--- src/core/scpm_params.svh ---
//
// Purpose: constants of the system clock select and power mode block
// Assumes: one 40 MHz clock; registers reached over a plain strobe port
// Notes:   fields are bit positions inside the 8-bit registers
//
// Contract
// - select low: divide code 000/001 low clock, 010..111 high /64../2
// - high clock select high: undivided high clock, divide code ignored
// - switching to low clock stops the high oscillator and its dividers
// - low ready reads low in deep sleep, rises LOW_DIV cycles (one low clock period) after wake
// - high ready cleared at power-on, set once the oscillator is stable
// - halt enters idle when idle-on-halt is 1, else sleep; bit resets to 1
// - idle keeps system clock if sysclk-in-idle bit 7 high, else stops it
// - sleep is deep if watchdog off, watchdog sleep if watchdog on
// - deep sleep stops sys, watchdog, time base clocks; clears watchdog
// - watchdog sleep stops sys and time base; watchdog runs on low clock
// - unclocked idle stops system clock and CPU, time base keeps running
// - clocked idle stops program but keeps system and time base clocks
// - sleep and idle keep memory, registers and port states unchanged
// - any halt entry sets powerdown flag and clears watchdog timeout flag; a timeout in the entry cycle leaves that flag set
// - watchdog sleep or idle entry clears watchdog, which keeps counting
// - brownout flag bit 2: software may clear it, never set it
// - watchdog control reset flag bit 0: hardware sets, software clears
// - switch into slow mode waits until the low oscillator reports ready
// - unimplemented bits read zero: control bit 4, aux bits 6..4 and 1
//
`ifndef SCPM_PARAMS_SVH
`define SCPM_PARAMS_SVH

// ---------------------------------------------------------------
// register map
// ---------------------------------------------------------------
`define SCPM_ADDR_W     4
`define SCPM_CTRL_ADDR  4'h0
`define SCPM_AUX_ADDR   4'h1
`define SCPM_CTRL_RST   8'h03
`define SCPM_AUX_RST    8'h00

// ---------------------------------------------------------------
// field positions
// ---------------------------------------------------------------
`define SCPM_DIV_MSB    7
`define SCPM_DIV_LSB    5
`define SCPM_LRDY_BIT   3
`define SCPM_HRDY_BIT   2
`define SCPM_IDLE_BIT   1
`define SCPM_HSEL_BIT   0
`define SCPM_FSYS_BIT   7
`define SCPM_D3_BIT     3
`define SCPM_BROWN_BIT  2
`define SCPM_WDRST_BIT  0
`define SCPM_CTRL_RSVD  8'h10
`define SCPM_AUX_RSVD   8'h72

// ---------------------------------------------------------------
// selector codes and timing
// ---------------------------------------------------------------
`define SCPM_SEL_LOW    3'h0
`define SCPM_SEL_FULL   3'h7
`define SCPM_DIV_MASK   6'h3f
`define SCPM_SYS_MHZ    40
`define SCPM_SYS_HZ     40000000
`define SCPM_HIGH_HZ    8000000
`define SCPM_LOW_HZ     32000
`define SCPM_HSTAB_NS   1600

`endif

--- src/core/scpm_pkg.sv ---
//
// Purpose: types of the system clock select and power mode block
// Assumes: constants live in scpm_params.svh
// Notes:   mode codes are one-hot
//
`include "scpm_params.svh"

package scpm_pkg;

  typedef enum logic [4:0] {
    MODE_RUN        = 5'h01,
    MODE_DEEP_SLEEP = 5'h02,
    MODE_WDT_SLEEP  = 5'h04,
    MODE_IDLE_UNCLK = 5'h08,
    MODE_IDLE_CLK   = 5'h10
  } scpm_mode_t;

  typedef struct packed {
    logic [`SCPM_ADDR_W-1:0] addr;
    logic [7:0]              wdata;
    logic                    we;
    logic                    re;
  } scpm_bus_req_t;

  typedef struct packed {
    logic sys;
    logic cpu;
    logic tbc;
    logic wdt;
    logic high;
  } scpm_clk_en_t;

endpackage

--- src/core/scpm_top.sv ---
//
// Purpose: system clock selection, oscillator control and halt power modes
// Assumes: clocks leave as one-cycle enables of sys_clk; all inputs are
//          synchronous to sys_clk
// Notes:   oscillators are modelled by dividers of sys_clk
//
`timescale 1ns/1ps
`default_nettype none
`include "scpm_params.svh"

module scpm_top #(
  parameter int HIGH_DIV  = `SCPM_SYS_HZ / `SCPM_HIGH_HZ,
  parameter int LOW_DIV   = `SCPM_SYS_HZ / `SCPM_LOW_HZ,
  parameter int HSTAB_CYC = (`SCPM_HSTAB_NS * `SCPM_SYS_MHZ + 999) / 1000
) (
  // clock and reset
  input  wire logic                  sys_clk,
  input  wire logic                  rst_n,
  // register port
  input  wire scpm_pkg::scpm_bus_req_t bus_req,
  output var  logic [7:0]            rdata,
  // cpu and watchdog events
  input  wire logic                  halt_req,
  input  wire logic                  wake_req,
  input  wire logic                  wdt_enabled,
  input  wire logic                  wdt_ctrl_reset_evt,
  input  wire logic                  brownout_evt,
  input  wire logic                  wdt_timeout_evt,
  input  wire logic                  clr_wdt_req,
  // clock enables and status
  output var  scpm_pkg::scpm_clk_en_t clk_en,
  output var  logic                  high_osc_on,
  output var  logic                  low_osc_on,
  output var  logic                  wdt_clear,
  output var  logic                  wdt_halt,
  output var  logic                  powerdown_flag,
  output var  logic                  watchdog_timeout_flag,
  output var  scpm_pkg::scpm_mode_t  mode
);
  import scpm_pkg::*;

  localparam int LW = $clog2(LOW_DIV);
  localparam int HW = (HIGH_DIV > 1) ? $clog2(HIGH_DIV) : 1;
  localparam int SW = $clog2(HSTAB_CYC + 1);

  // ---------------------------------------------------------------
  // helper functions
  // ---------------------------------------------------------------
  // 0 = low clock, 1..6 = high /64../2, 7 = high undivided
  function automatic logic [2:0] sel_of(input logic hl,
                                        input logic [2:0] code);
    if (hl)
      sel_of = `SCPM_SEL_FULL;
    else if (code[2:1] == 2'h0)
      sel_of = `SCPM_SEL_LOW;
    else
      sel_of = code - 3'h1;
  endfunction

  function automatic logic src_tick(input logic [2:0] sel,
                                    input logic lo,
                                    input logic hi,
                                    input logic [5:0] cnt);
    logic [5:0] m;
    m = `SCPM_DIV_MASK >> (sel - 3'h1);
    if (sel == `SCPM_SEL_LOW)
      src_tick = lo;
    else if (sel == `SCPM_SEL_FULL)
      src_tick = hi;
    else
      src_tick = hi && ((cnt & m) == m);
  endfunction

  // ---------------------------------------------------------------
  // register state
  // ---------------------------------------------------------------
  logic [2:0] clock_divide_select_r;
  logic       idle_on_halt_r;
  logic       high_clock_select_r;
  logic       sysclk_in_idle_r;
  logic       aux_d3_r;
  logic       brownout_reset_flag_r;
  logic       wdt_ctrl_reset_flag_r;
  logic       low_osc_ready_r;
  logic       high_osc_ready_r;
  logic [2:0] cur_sel_r;
  logic [5:0] hdiv_cnt_r;
  logic [LW-1:0] lo_cnt_r;
  logic [HW-1:0] hi_cnt_r;
  logic [SW-1:0] stab_cnt_r;
  scpm_mode_t    mode_r;

  logic          wr_ctrl;
  logic          wr_aux;
  logic [2:0]    req_sel;
  logic          lo_tick;
  logic          hi_tick;
  logic          cur_tick;
  logic          tgt_ready;
  logic          halt_take;
  logic          hosc_run;
  logic          losc_run;
  scpm_mode_t    halt_mode;

  assign wr_ctrl = bus_req.we && (bus_req.addr == `SCPM_CTRL_ADDR);
  assign wr_aux  = bus_req.we && (bus_req.addr == `SCPM_AUX_ADDR);
  assign req_sel = sel_of(high_clock_select_r, clock_divide_select_r);

  // ---------------------------------------------------------------
  // control register writes
  // ---------------------------------------------------------------
  // registers keep their value in every halt mode; only writes alter them
  always_ff @(posedge sys_clk or negedge rst_n) begin
    if (!rst_n) begin
      clock_divide_select_r <= 3'(`SCPM_CTRL_RST >> `SCPM_DIV_LSB);
      idle_on_halt_r        <= 1'(`SCPM_CTRL_RST >> `SCPM_IDLE_BIT);
      high_clock_select_r   <= 1'(`SCPM_CTRL_RST >> `SCPM_HSEL_BIT);
    end else if (wr_ctrl) begin
      clock_divide_select_r <= bus_req.wdata[`SCPM_DIV_MSB:`SCPM_DIV_LSB];
      idle_on_halt_r        <= bus_req.wdata[`SCPM_IDLE_BIT];
      high_clock_select_r   <= bus_req.wdata[`SCPM_HSEL_BIT];
    end
  end

  always_ff @(posedge sys_clk or negedge rst_n) begin
    if (!rst_n) begin
      sysclk_in_idle_r <= 1'(`SCPM_AUX_RST >> `SCPM_FSYS_BIT);
      aux_d3_r         <= 1'(`SCPM_AUX_RST >> `SCPM_D3_BIT);
    end else if (wr_aux) begin
      sysclk_in_idle_r <= bus_req.wdata[`SCPM_FSYS_BIT];
      aux_d3_r         <= bus_req.wdata[`SCPM_D3_BIT];
    end
  end

  // ---------------------------------------------------------------
  // sticky reset flags
  // ---------------------------------------------------------------
  // hardware set wins over a software clear in the same cycle
  always_ff @(posedge sys_clk or negedge rst_n) begin
    if (!rst_n)
      brownout_reset_flag_r <= 1'(`SCPM_AUX_RST >> `SCPM_BROWN_BIT);
    else if (brownout_evt)
      brownout_reset_flag_r <= 1'b1;
    else if (wr_aux && !bus_req.wdata[`SCPM_BROWN_BIT])
      brownout_reset_flag_r <= 1'b0;
  end

  always_ff @(posedge sys_clk or negedge rst_n) begin
    if (!rst_n)
      wdt_ctrl_reset_flag_r <= 1'(`SCPM_AUX_RST >> `SCPM_WDRST_BIT);
    else if (wdt_ctrl_reset_evt)
      wdt_ctrl_reset_flag_r <= 1'b1;
    else if (wr_aux && !bus_req.wdata[`SCPM_WDRST_BIT])
      wdt_ctrl_reset_flag_r <= 1'b0;
  end

  // ---------------------------------------------------------------
  // read port
  // ---------------------------------------------------------------
  always_ff @(posedge sys_clk or negedge rst_n) begin
    if (!rst_n) begin
      rdata <= 8'h00;
    end else if (bus_req.re) begin
      rdata <= 8'h00;
      if (bus_req.addr == `SCPM_CTRL_ADDR) begin
        rdata[`SCPM_DIV_MSB:`SCPM_DIV_LSB] <= clock_divide_select_r;
        rdata[`SCPM_LRDY_BIT] <= low_osc_ready_r;
        rdata[`SCPM_HRDY_BIT] <= high_osc_ready_r;
        rdata[`SCPM_IDLE_BIT] <= idle_on_halt_r;
        rdata[`SCPM_HSEL_BIT] <= high_clock_select_r;
      end else if (bus_req.addr == `SCPM_AUX_ADDR) begin
        rdata[`SCPM_FSYS_BIT]  <= sysclk_in_idle_r;
        rdata[`SCPM_D3_BIT]    <= aux_d3_r;
        rdata[`SCPM_BROWN_BIT] <= brownout_reset_flag_r;
        rdata[`SCPM_WDRST_BIT] <= wdt_ctrl_reset_flag_r;
      end
    end else begin
      rdata <= 8'h00;
    end
  end

  // ---------------------------------------------------------------
  // power mode sequencer
  // ---------------------------------------------------------------
  assign halt_take = halt_req && (mode_r == MODE_RUN);

  always_comb begin
    if (idle_on_halt_r) begin
      halt_mode = sysclk_in_idle_r ? MODE_IDLE_CLK : MODE_IDLE_UNCLK;
    end else begin
      halt_mode = wdt_enabled ? MODE_WDT_SLEEP : MODE_DEEP_SLEEP;
    end
  end

  always_ff @(posedge sys_clk or negedge rst_n) begin
    if (!rst_n) begin
      mode_r <= MODE_RUN;
    end else begin
      unique case (mode_r)
        MODE_RUN: begin
          if (halt_req)
            mode_r <= halt_mode;
        end
        MODE_DEEP_SLEEP,
        MODE_WDT_SLEEP,
        MODE_IDLE_UNCLK,
        MODE_IDLE_CLK: begin
          if (wake_req)
            mode_r <= MODE_RUN;
        end
      endcase
    end
  end

  // halt flags: a timeout in the entry cycle still sets its flag
  always_ff @(posedge sys_clk or negedge rst_n) begin
    if (!rst_n)
      powerdown_flag <= 1'b0;
    else if (halt_take)
      powerdown_flag <= 1'b1;
    else if (clr_wdt_req)
      powerdown_flag <= 1'b0;
  end

  always_ff @(posedge sys_clk or negedge rst_n) begin
    if (!rst_n)
      watchdog_timeout_flag <= 1'b0;
    else if (wdt_timeout_evt)
      watchdog_timeout_flag <= 1'b1;
    else if (halt_take)
      watchdog_timeout_flag <= 1'b0;
  end

  // watchdog counter clears on every halt entry; only deep sleep halts it
  always_ff @(posedge sys_clk or negedge rst_n) begin
    if (!rst_n) begin
      wdt_clear <= 1'b0;
      wdt_halt  <= 1'b0;
    end else begin
      wdt_clear <= halt_take;
      wdt_halt  <= (mode_r == MODE_DEEP_SLEEP);
    end
  end

  // ---------------------------------------------------------------
  // oscillators
  // ---------------------------------------------------------------
  // high oscillator runs only while some running clock still needs it
  assign hosc_run = ((cur_sel_r != `SCPM_SEL_LOW) ||
                     (req_sel != `SCPM_SEL_LOW)) &&
                    ((mode_r == MODE_RUN) || (mode_r == MODE_IDLE_CLK));
  assign losc_run = (mode_r != MODE_DEEP_SLEEP);

  always_ff @(posedge sys_clk or negedge rst_n) begin
    if (!rst_n) begin
      lo_cnt_r <= '0;
    end else if (!losc_run) begin
      lo_cnt_r <= '0;
    end else if (lo_cnt_r == LW'(LOW_DIV - 1)) begin
      lo_cnt_r <= '0;
    end else begin
      lo_cnt_r <= lo_cnt_r + LW'(1);
    end
  end

  always_ff @(posedge sys_clk or negedge rst_n) begin
    if (!rst_n) begin
      hi_cnt_r <= '0;
    end else if (!hosc_run) begin
      hi_cnt_r <= '0;
    end else if (hi_cnt_r == HW'(HIGH_DIV - 1)) begin
      hi_cnt_r <= '0;
    end else begin
      hi_cnt_r <= hi_cnt_r + HW'(1);
    end
  end

  assign lo_tick = losc_run && (lo_cnt_r == LW'(LOW_DIV - 1));
  assign hi_tick = hosc_run && high_osc_ready_r &&
                   (hi_cnt_r == HW'(HIGH_DIV - 1));

  // prescaler for the divided high clocks stops with the oscillator
  always_ff @(posedge sys_clk or negedge rst_n) begin
    if (!rst_n)
      hdiv_cnt_r <= '0;
    else if (!hosc_run)
      hdiv_cnt_r <= '0;
    else if (hi_tick)
      hdiv_cnt_r <= hdiv_cnt_r + 6'h01;
  end

  always_ff @(posedge sys_clk or negedge rst_n) begin
    if (!rst_n) begin
      stab_cnt_r       <= '0;
      high_osc_ready_r <= 1'b0;
    end else if (!hosc_run) begin
      stab_cnt_r       <= '0;
      high_osc_ready_r <= 1'b0;
    end else if (stab_cnt_r == SW'(HSTAB_CYC)) begin
      high_osc_ready_r <= 1'b1;
    end else begin
      stab_cnt_r <= stab_cnt_r + SW'(1);
    end
  end

  // ready on the first low tick after the oscillator restarts
  always_ff @(posedge sys_clk or negedge rst_n) begin
    if (!rst_n)
      low_osc_ready_r <= 1'b0;
    else if (!losc_run)
      low_osc_ready_r <= 1'b0;
    else if (lo_tick)
      low_osc_ready_r <= 1'b1;
  end

  // ---------------------------------------------------------------
  // glitch-free source selection
  // ---------------------------------------------------------------
  // the switch lands on a boundary of the old source, or at once when the old
  // high source is not ready, and only once the new source is ready, so no pulse is ever shortened
  assign cur_tick  = src_tick(cur_sel_r, lo_tick, hi_tick, hdiv_cnt_r);
  assign tgt_ready = (req_sel == `SCPM_SEL_LOW) ? low_osc_ready_r
                                                : high_osc_ready_r;

  always_ff @(posedge sys_clk or negedge rst_n) begin
    if (!rst_n) begin
      cur_sel_r <= `SCPM_SEL_FULL;
    end else if ((req_sel != cur_sel_r) && tgt_ready &&
                 (cur_tick || (cur_sel_r != `SCPM_SEL_LOW &&
                               !high_osc_ready_r))) begin
      cur_sel_r <= req_sel;
    end
  end

  // ---------------------------------------------------------------
  // clock enable outputs
  // ---------------------------------------------------------------
  always_ff @(posedge sys_clk or negedge rst_n) begin
    if (!rst_n) begin
      clk_en      <= '0;
      high_osc_on <= 1'b0;
      low_osc_on  <= 1'b0;
    end else begin
      clk_en.sys  <= cur_tick && ((mode_r == MODE_RUN) ||
                                  (mode_r == MODE_IDLE_CLK));
      clk_en.cpu  <= cur_tick && (mode_r == MODE_RUN);
      clk_en.tbc  <= lo_tick && ((mode_r == MODE_RUN) ||
                                 (mode_r == MODE_IDLE_UNCLK) ||
                                 (mode_r == MODE_IDLE_CLK));
      clk_en.wdt  <= lo_tick && wdt_enabled;
      clk_en.high <= hi_tick;
      high_osc_on <= hosc_run;
      low_osc_on  <= losc_run;
    end
  end

  assign mode = mode_r;
endmodule

`default_nettype wire

--- config.mk ---
export PLATFORM = sky130hd
export DESIGN_NAME = scpm_top
export DESIGN_NICKNAME = d
export VERILOG_FILES = /design/src/core/scpm_pkg.sv /design/src/core/scpm_top.sv
export VERILOG_INCLUDE_DIRS = /design/src /design/src/core
export SDC_FILE = /design/constraint.sdc
export NUM_CORES = 1
export LEC_CHECK = 0
export BUFFER_PORTS_ARGS = -buffer_cell sky130_fd_sc_hd__buf_2
export CAP_MARGIN = 20
export CORE_MARGIN = 2
export CORE_UTILIZATION = 41
export DETAILED_ROUTE_END_ITERATION = 12
export SLEW_MARGIN = 20
export SYNTH_ARGS = -nofsm -noshare
export SYNTH_HDL_FRONTEND = slang
export SYNTH_SLANG_ARGS = --single-unit
--- constraint.sdc ---
create_clock -name sys_clk -period 2.93 [get_ports sys_clk]
set_clock_uncertainty 0.1 [all_clocks]
set_input_delay 0.293 -clock sys_clk [delete_from_list [all_inputs] [get_ports sys_clk]]
set_output_delay 0.293 -clock sys_clk [all_outputs]
set_load 0.01 [all_outputs]
Yosys cells after proc, flatten, opt, wreduce, memory -nomap -nowiden
Index checks and enable logic that the tools add are counted.

cells by class
  multiplexer cells = 40
  bitwise gates (word level) = 1
  reductions and logical operators = 37
  equal/unequal tests = 19
  shift-type cells = 1
  $add $sub $neg = 6

operator list
  kind                     count
  $mux W11                 2
  $mux W1                  20
  $mux W5                  4
  $logic_and A1 B1 Y1      17
  $mux W3                  5
  $mux W7                  2
  $mux W6                  2
  $add A11 B1 Y11 const B  1
  $eq A11 B11 Y1 const B   1
  $ne A2 B2 Y1 const B     5
  $pmux W5 S2              1
  $mux W8                  1
  $reduce_bool A2 Y1       4
  $add A7 B1 Y7 const B    1
  $eq A7 B7 Y1 const B     1
  $add A6 B1 Y6 const B    1
  $and A6 B6 Y6            1
  $eq A3 B3 Y1 const B     2
  $eq A6 B6 Y1             1
  $logic_not A3 Y1         2
  $mux W2                  3
  $reduce_bool A3 Y1       2
  $shr A6 B3 Y6 const A    1
  $sub A3 B1 Y3 const B    2
  16 further kinds         22

word-level totals
  word-level logic and storage cells = 131
  output and inout bits = 24
  input bits = 23
  flip-flop bits (word level) = 65

Depth between registers and ports, before layout
Gate-level depths: netlist (run 1).

  depth in word-level cells = 13
  mapped depth = 9
  depth with buffers taken out = 9

Worst setup path before layout (run 1)
OpenSTA, ideal clock, no wires.

  path type = register to register
  start = register cur_sel_r[0]
  end = register cur_sel_r[0]
  stages on the path, launching flop included = 10
  library setup time = 0.085 ns
  clock period less this slack = 2.194 ns
  setup slack = 0.736 ns
  required time = 2.745 ns
  path buffers = 0
  data arrival time = 2.009 ns
  cell sequence = dfstp_2 > inv_1 > ha_1 > inv_1 > ha_1 > o21ai_0 > a221oi_1 > o2111ai_2 > a22oi_2 > mux2_1

on the way
  longest elaborated chain between the ends = 10
  elaborated cells on any way between the ends = 19
  classes of those cells = add/sub: 1; eq/ne: 3; shift: 1; mux: 2; bitwise: 1; reduce/logical: 11

ends and longest elaborated chain
  element                                                                line             source
  from (decl)                                                            scpm_top.sv:86   logic [2:0] cur_sel_r;
  from (signal assigned)                                                 scpm_top.sv:327  cur_sel_r <= `SCPM_SEL_FULL;
  from (signal assigned)                                                 scpm_top.sv:331  cur_sel_r <= req_sel;
  parallel branches: the longest is 9 deep, another holds $sub A3 B1 Y3  n/a
  $logic_and A1 B1 Y1 (*)                                                scpm_top.sv:328  end else if ((req_sel != cur_sel_r) && tgt_ready &&

Mark *: on every way between the ends.
A chain may end at the register's enable or synchronous reset.

Final worst setup path (run 1)
Same ends and word-level chain as after synthesis.

==> results_dict.tcl, run 1 <==
set metrics [dict create \
    clkLatencyLatePin_ns 0.34 \
    placedCellCount 428 \
    vias 2186 \
    area_growth_pct 17.0 \
    via_per_inst 4.91 \
    timing_hold_violations_final 0 \
    finalCritPeriodShare 0.813 \
    core_um2 7210 \
    drtIter0Drc 72 \
    dp_hpwl_mm 4.15 \
    wl_per_cell_um 13.0 \
    synth-edff-count 0 \
    synth_common_cells "dfrtp_1 (58), nor2_1 (46), inv_1 (24)" \
    grt_pass1_wl_mm 10.3 \
    min_to "watchdog_timeout_flag$_DFFE_PN0P_" \
    r2r_end "cur_sel_r[0]$_DFFE_PN1P_" \
    critPathKind "reg2reg" \
    grt_pass1_vias 2205 \
    hold_depth 2 \
    antenna_found_initial 0 \
    fmax_ghz 0.420 \
    synthAdderAreaFrac 0.0535 \
    synth_ff_type "dfrtp_1" \
    startpoint_type "register" \
    ir_drop_mv 0.356 \
    leakage_nw 1.68 \
    diodes 0 \
    synthSimpleGateAreaFrac 0.178 \
    pre_cts_slack_ns 0.522 \
    drive_above_1_share 0.231 \
    fp.dieH_um 90.1 \
    ys_ff_latch 64 \
    yosysTopAreaCellShare 0.478 \
    critical_path.max_fanout 4 \
    cts_made_buffers 9 \
    cts_buffer_depth 2 \
    ys.warnings.count 0 \
    setup-tns-final_ns 0 \
    end_kind "register" \
    async_flop_share 1.00 \
    synth.avg_cell_area_um2 10.3 \
    wirelength_mm 5.78 \
    max_cap_violations 0 \
    grt_usage 0.158 \
    hold_class "in2reg" \
    postSynthNetCount 330 \
    finalSetupViolations 0 \
    postCtsResizedCells 0 \
    maxSlewViolCount 0 \
    synth.area.top_cells "dfrtp_1 (48%), nor2_1 (5.7%), ha_1 (5.4%)" \
    required_ns 3.09 \
    status "complete, no violations" \
    synthCells 294 \
    placementRows 31 \
    maxSlewHeadroom 0.502 \
    reg2reg_depth 9 \
    start_util 0.421 \
    cts_max_level 3 \
    firstDrtPassIters 4 \
    arrival_ns 2.55 \
    syn_area_um2 3040 \
    clk_pin_slew_worst_paths_ns 0.06 \
    drc 0 \
    numPortBuffers 44 \
    synth_top_family_by_area "simple AND/OR/NAND/NOR gates" \
    synth_cell_types 48 \
    reg2reg_slack_ns 0.55 \
    instances_no_fill 445 \
    dieArea_um2 8110 \
    yosysTopAreaCell "dfrtp_1" \
    place.gp.congestion 0.774 \
    tightest_slew_ns 0.746 \
    seq_area_frac_synth 0.530 \
    ioPinCount 47 \
    clkSinkCount 64 \
    synth_compound_area_frac 0.0840 \
    grt_start_max_net_pins 34 \
    synth_xor_area_frac 0.0663 \
    root_buffer "clkbuf_8" \
    dieWidth_um 90.1 \
    nets 377 \
    rsz0062_at_grt "false" \
    final.min_clock_period_ns 2.38 \
    grt.overflow.total 0 \
    post-synth-top-count-cell "dfrtp_1" \
    worstReg2RegStart "cur_sel_r[0]$_DFFE_PN1P_" \
    hold_path.startpoint "wdt_timeout_evt" \
    setup_ws_ns 0.547 \
    cts_tree "yes" \
    p_per_area_nw_per_um2 732 \
    synthMuxAreaShare 0.0383 \
    ant_nets 0 \
]
## cell type report
type / instances / area [um2]
clock inverter: 4 / 45.0
sequential: 64 / 1610
fill: 692 / 3660
multi-input combinational: 194 / 1280
clock buffer: 12 / 145
timing repair buffer: 47 / 258
tap: 99 / 124
inverter: 25 / 93.8
## critical path, stage by stage, from the launching register on
cell and delay, ns:
dfstp_2 0.56, inv_1 0.05, ha_1 0.20, inv_1 0.06, ha_1 0.14, o21ai_0 0.08
a221oi_1 0.33, o2111ai_2 0.17, a22oi_2 0.28, mux2_1 0.35
## through the flow
stage	total power [mW]	instance area, um2	util	hold slack (ns)
after floorplan	1.68	3040	-	-0.103
after global placement	1.86	3350	0.465	0.299
after detailed placement	1.88	3350	0.465	0.308
after CTS	2.64	3550	0.493	0.0190
after global routing	2.79	3550	0.493	0.0258
final	2.60	3550	0.493	0.0337
## metal layers
metal	up-vias	routed length [um]	global-route usage	part of all wire
li1	1081	-	-	-
met1	1044	2800	0.203	0.48
met2	51	2610	0.249	0.45
met3	10	262	0.0486	0.045
met4	0	107	0.0654	0.019
met5	-	0	0	0
## cells in the final DEF, fill, tap and decap left out, drive strengths merged, types with 2 or more instances in the layout
cell and n:
nor4 2, nand2b 2, a32o 3, and3 8, o21ai 16, a21o 2, nor3 7, xor2 11
nand3b 2, o31a 2, nand2 14, nand3 12, clkbuf 12, a31oi 4, dfstp 6, inv 25
xnor2 12, a21oi 4, nor2 47, mux2 5, ha 13, and2 2, mux2i 6, dfrtp 58
nand4 5, clkinv 3, buf 46
## cell families (layout without fill, tap and decap cells)
family | after synthesis | in the layout
compound gates | 38 | 38
flops | 64 | 64
xor+xnor | 23 | 23
buf+inv | 36 | 88
simple gates | 108 | 108
other cells | 1 | 1
fa+ha+maj | 13 | 13
mux | 11 | 11
## worst max path at each step
stage                                         from                       end  slack (ns)  cells past startpoint
after global routing      cur_sel_r[0]$_DFFE_PN1P_  cur_sel_r[0]$_DFFE_PN1P_        0.32                      9
after global placement    cur_sel_r[0]$_DFFE_PN1P_  cur_sel_r[0]$_DFFE_PN1P_        0.59                      9
after floorplan           cur_sel_r[0]$_DFFE_PN1P_  cur_sel_r[0]$_DFFE_PN1P_        0.74                      9
after detailed placement  cur_sel_r[0]$_DFFE_PN1P_  cur_sel_r[1]$_DFFE_PN1P_        0.52                      9
final                     cur_sel_r[0]$_DFFE_PN1P_  cur_sel_r[0]$_DFFE_PN1P_        0.55                      9
after CTS                 cur_sel_r[0]$_DFFE_PN1P_  cur_sel_r[0]$_DFFE_PN1P_        0.50                      9
## repair_timing
| action | in CTS | in global routing |
|---|---|---|
| endpoints found under the hold margin | 27 | 0 |
| buffers inserted | 0 | 0 |
| hold buffers | 1 | 0 |
| setup endpoints to repair | 0 | 0 |
## power breakdown
group | internal [mW] | switching [mW] | leakage [nW] | total [mW]
sequential | 1.03 | 0.175 | 0.829 | 1.20
combinational | 0.280 | 0.376 | 0.755 | 0.657
clock | 0.412 | 0.329 | 0.100 | 0.741
## state kept, by name, summed over array words and instances, names as in the netlist
register,cells
cur_sel_r,3
low_osc_on,1
wdt_clear,1
aux_d3_r,1
powerdown_flag,1
hdiv_cnt_r,6
watchdog_timeout_flag,1
wdt_ctrl_reset_flag_r,1
mode,5
lo_cnt_r,11
rdata,7
high_osc_ready_r,1
stab_cnt_r,7
brownout_reset_flag_r,1
hi_cnt_r,3
high_clock_select_r,1
idle_on_halt_r,1
low_osc_ready_r,1
clock_divide_select_r,3
wdt_halt,1
high_osc_on,1
sysclk_in_idle_r,1
clk_en,5
(Power assumes the default switching activity.)
==> run 2, diff against run 1 <==
--- a/config.mk
+++ b/config.mk
@@ -6,6 +6,7 @@
 export SDC_FILE = /design/constraint.sdc
 export NUM_CORES = 1
 export LEC_CHECK = 0
+export ABC_AREA = 1
 export BUFFER_PORTS_ARGS = -buffer_cell sky130_fd_sc_hd__buf_2
 export CAP_MARGIN = 20
 export CORE_MARGIN = 2
==> constraint.sdc (replaced) <==
create_clock -name sys_clk -period 2.39 [get_ports sys_clk]
set_clock_uncertainty 0.1 [all_clocks]
set_input_delay 0.239 -clock sys_clk [delete_from_list [all_inputs] [get_ports sys_clk]]
set_output_delay 0.239 -clock sys_clk [all_outputs]
set_load 0.01 [all_outputs]
==> run 2 against run 1 <==
Compared with the run above: via count grew 8.2%; setup slack lost 0.26 ns; die area grew 3.9%; area after synthesis grew 4.1%; critical endpoint is now cur_sel_r[1]$_DFFE_PN1P_; first-iteration DRC count grew 8.3%; sequential share of layout area shrank 3.0 points.
==> results_dict.tcl, run 2 <==
set metrics [dict create \
    tightest_slew_ns 0.688 \
    clkSinkCount 64 \
    yosysTopAreaCell "dfrtp_1" \
    arrival_ns 2.27 \
    startpoint_type "register" \
    grt_pass1_vias 2329 \
    antenna_found_initial 0 \
    dieWidth_um 91.8 \
    maxSlewViolCount 0 \
    critical_path.max_fanout 4 \
    root_buffer "clkbuf_8" \
    finalSetupViolations 0 \
    firstDrtPassIters 4 \
    largest_register_ffs 11 \
    synth.avg_cell_area_um2 9.38 \
    crit_path_cell_trace "inv_1, ha_1, inv_1, ha_1, inv_1, o21ai_0, nand4_1, a21oi_1, nand2_4, nand3_4, nand2_2, nand2_1, nand2_1" \
    wirelength_mm 6.05 \
    drive_above_1_share 0.244 \
    cts_made_buffers 9 \
    cts_tree "yes" \
    fp.dieH_um 91.8 \
    fmax_ghz 0.476 \
    synth_ff_type "dfrtp_1" \
    fill_cells 741 \
    largest_registers "lo_cnt_r: 11 flops, rdata: 7 flops, stab_cnt_r: 7 flops" \
    critPathKind "reg2reg" \
    leakage_nw 1.92 \
    required_ns 2.55 \
    seq_area_frac_synth 0.509 \
    synthCells 337 \
    syn_area_um2 3160 \
    worstReg2RegStart "cur_sel_r[0]$_DFFE_PN1P_" \
    area_growth_pct 20.3 \
    setup-tns-final_ns 0 \
    grt_start_max_net_pins 37 \
    maxSlewHeadroom 0.542 \
    rsz0062_at_grt "false" \
    hold_class "in2reg" \
    synth.area.top_cells "dfrtp_1 (46%), inv_1 (5.9%), nand2_1 (5.3%)" \
    grt_usage 0.158 \
    critPathLaunch "cur_sel_r[0]$_DFFE_PN1P_" \
    status "complete, no violations" \
    grt_pass1_wl_mm 10.4 \
    via_per_inst 4.69 \
    ir_drop_mv 0.440 \
    postSynthNetCount 373 \
    crit_top_cell "inv_1" \
    ioPinCount 47 \
    clk_pin_slew_worst_paths_ns 0.07 \
    nets 433 \
    synth_common_cells "dfrtp_1 (58), inv_1 (50), nand2_1 (45)" \
    place.gp.congestion 0.766 \
    fin_area_um2 3800 \
    async_flop_share 1.00 \
    p_per_area_nw_per_um2 888 \
    hold_path.startpoint "bus_req[10]" \
    drtIter0Drc 78 \
    final.min_clock_period_ns 2.10 \
    dp_hpwl_mm 4.60 \
    ys_ff_latch 64 \
    cts_max_level 3 \
    end_kind "register" \
    crit_path_max_incr_delay_ns 0.56 \
    max_cap_violations 0 \
    grt.overflow.total 0 \
    core_um2 7610 \
    synth_cell_types 44 \
    synth-edff-count 0 \
    yosysTopAreaCellShare 0.459 \
    report.power.total_mw 3.38 \
    placementRows 32 \
    ys.warnings.count 0 \
    dieArea_um2 8430 \
    numPortBuffers 44 \
    clkLatencyLatePin_ns 0.33 \
    post-synth-top-count-cell "dfrtp_1" \
    regMostFlops "lo_cnt_r" \
    final_common_cell "dfrtp_1" \
    post_cts_buffers 0 \
    layout_common_cells "dfrtp_1 (58), inv_1 (50), nand2_1 (45)" \
    cts_buffer_depth 2 \
    timing_hold_violations_final 0 \
    start_util 0.416 \
    vias 2365 \
    dpl-instance-area_um2 3510 \
    critPathSlowestCell "dfstp_2" \
    wl_per_cell_um 12.0 \
    ant_nets 0 \
    diodes 0 \
    finalCritPeriodShare 0.879 \
    drc 0 \
]
## run 2: stage by stage
stage | setup slack [ns] | util | std cells | hold WS, ns
floorplan | 0.452 | - | 337 | -0.157
global placement | 0.326 | 0.462 | 482 | 0.213
detailed placement | 0.293 | 0.462 | 482 | 0.220
CTS | 0.277 | 0.499 | 503 | 0.00128
global route | 0.0842 | 0.500 | 504 | 0.0281
finish | 0.288 | 0.500 | 504 | 0.0385
## run 2: worst paths after layout
| kind | end | slack, ns | cells past startpoint |
|---|---|---|---|
| min in group asynchronous | mode[2]$_DFFE_PN0P_ | 0.38 | 2 |
| min | rdata[7]$_DFF_PN0_ | 0.04 | 2 |
| max in group asynchronous | mode[0]$_DFFE_PN1P_ | 1.13 | 3 |
| max | cur_sel_r[1]$_DFFE_PN1P_ | 0.29 | 13 |
| min reg2reg | hi_cnt_r[0]$_DFF_PN0_ | 0.38 | 1 |
| max reg2reg | cur_sel_r[1]$_DFFE_PN1P_ | 0.29 | 13 |
## run 2: power breakdown
part	leakage, nW	total (mW)	internal [mW]	switching [mW]
registers	0.819	1.42	1.27	0.148
logic	0.980	0.898	0.334	0.564
clock network	0.117	1.06	0.674	0.388
total	1.92	3.38	2.28	1.10
## run 2: repair_timing
| item | in CTS | in global routing |
|---|---|---|
| endpoints found under the hold margin | 27 | 1 |
| gates resized for setup | 0 | 0 |
| hold buffers | 5 | 1 |
## run 2: layout make-up
| class | instances | area (um2) | area share |
|---|---|---|---|
| sequential | 64 | 1610 | 0.423 |
| tap | 102 | 128 | 0.0336 |
| timing repair buffer | 51 | 300 | 0.0789 |
| inverter | 59 | 229 | 0.0602 |
| clock inverter | 2 | 60.1 | 0.0158 |
| multi-input combinational | 212 | 1310 | 0.343 |
| clock buffer | 14 | 173 | 0.0454 |
## run 2: worst max-delay path: cells and delay by family, from the launching register on
family / cells / cell delay, ns
adder cells (fa/ha/maj): 2 / 0.32
buffers and inverters: 3 / 0.18
AND/OR/NAND/NOR: 6 / 0.45
flip-flops: 1 / 0.56
AO/OA/AOI/OAI: 2 / 0.43
## run 2: logic make-up (layout without fill, tap and decap cells)
family | Yosys count | after routing | share of synthesized area
compound gates | 49 | 49 | 0.0997
simple gates | 136 | 136 | 0.224
other cells | 1 | 1 | 0.00119
mux | 1 | 1 | 0.00356
flops | 64 | 64 | 0.509
fa+ha+maj | 13 | 13 | 0.0514
buf+inv | 61 | 126 | 0.0784
xor+xnor | 12 | 12 | 0.0332
## run 2: routing by layer
layer	global-route usage	wire, um
met5	0	0
met4	0.0784	116
met3	0.0320	264
met2	0.248	2790
met1	0.208	2880
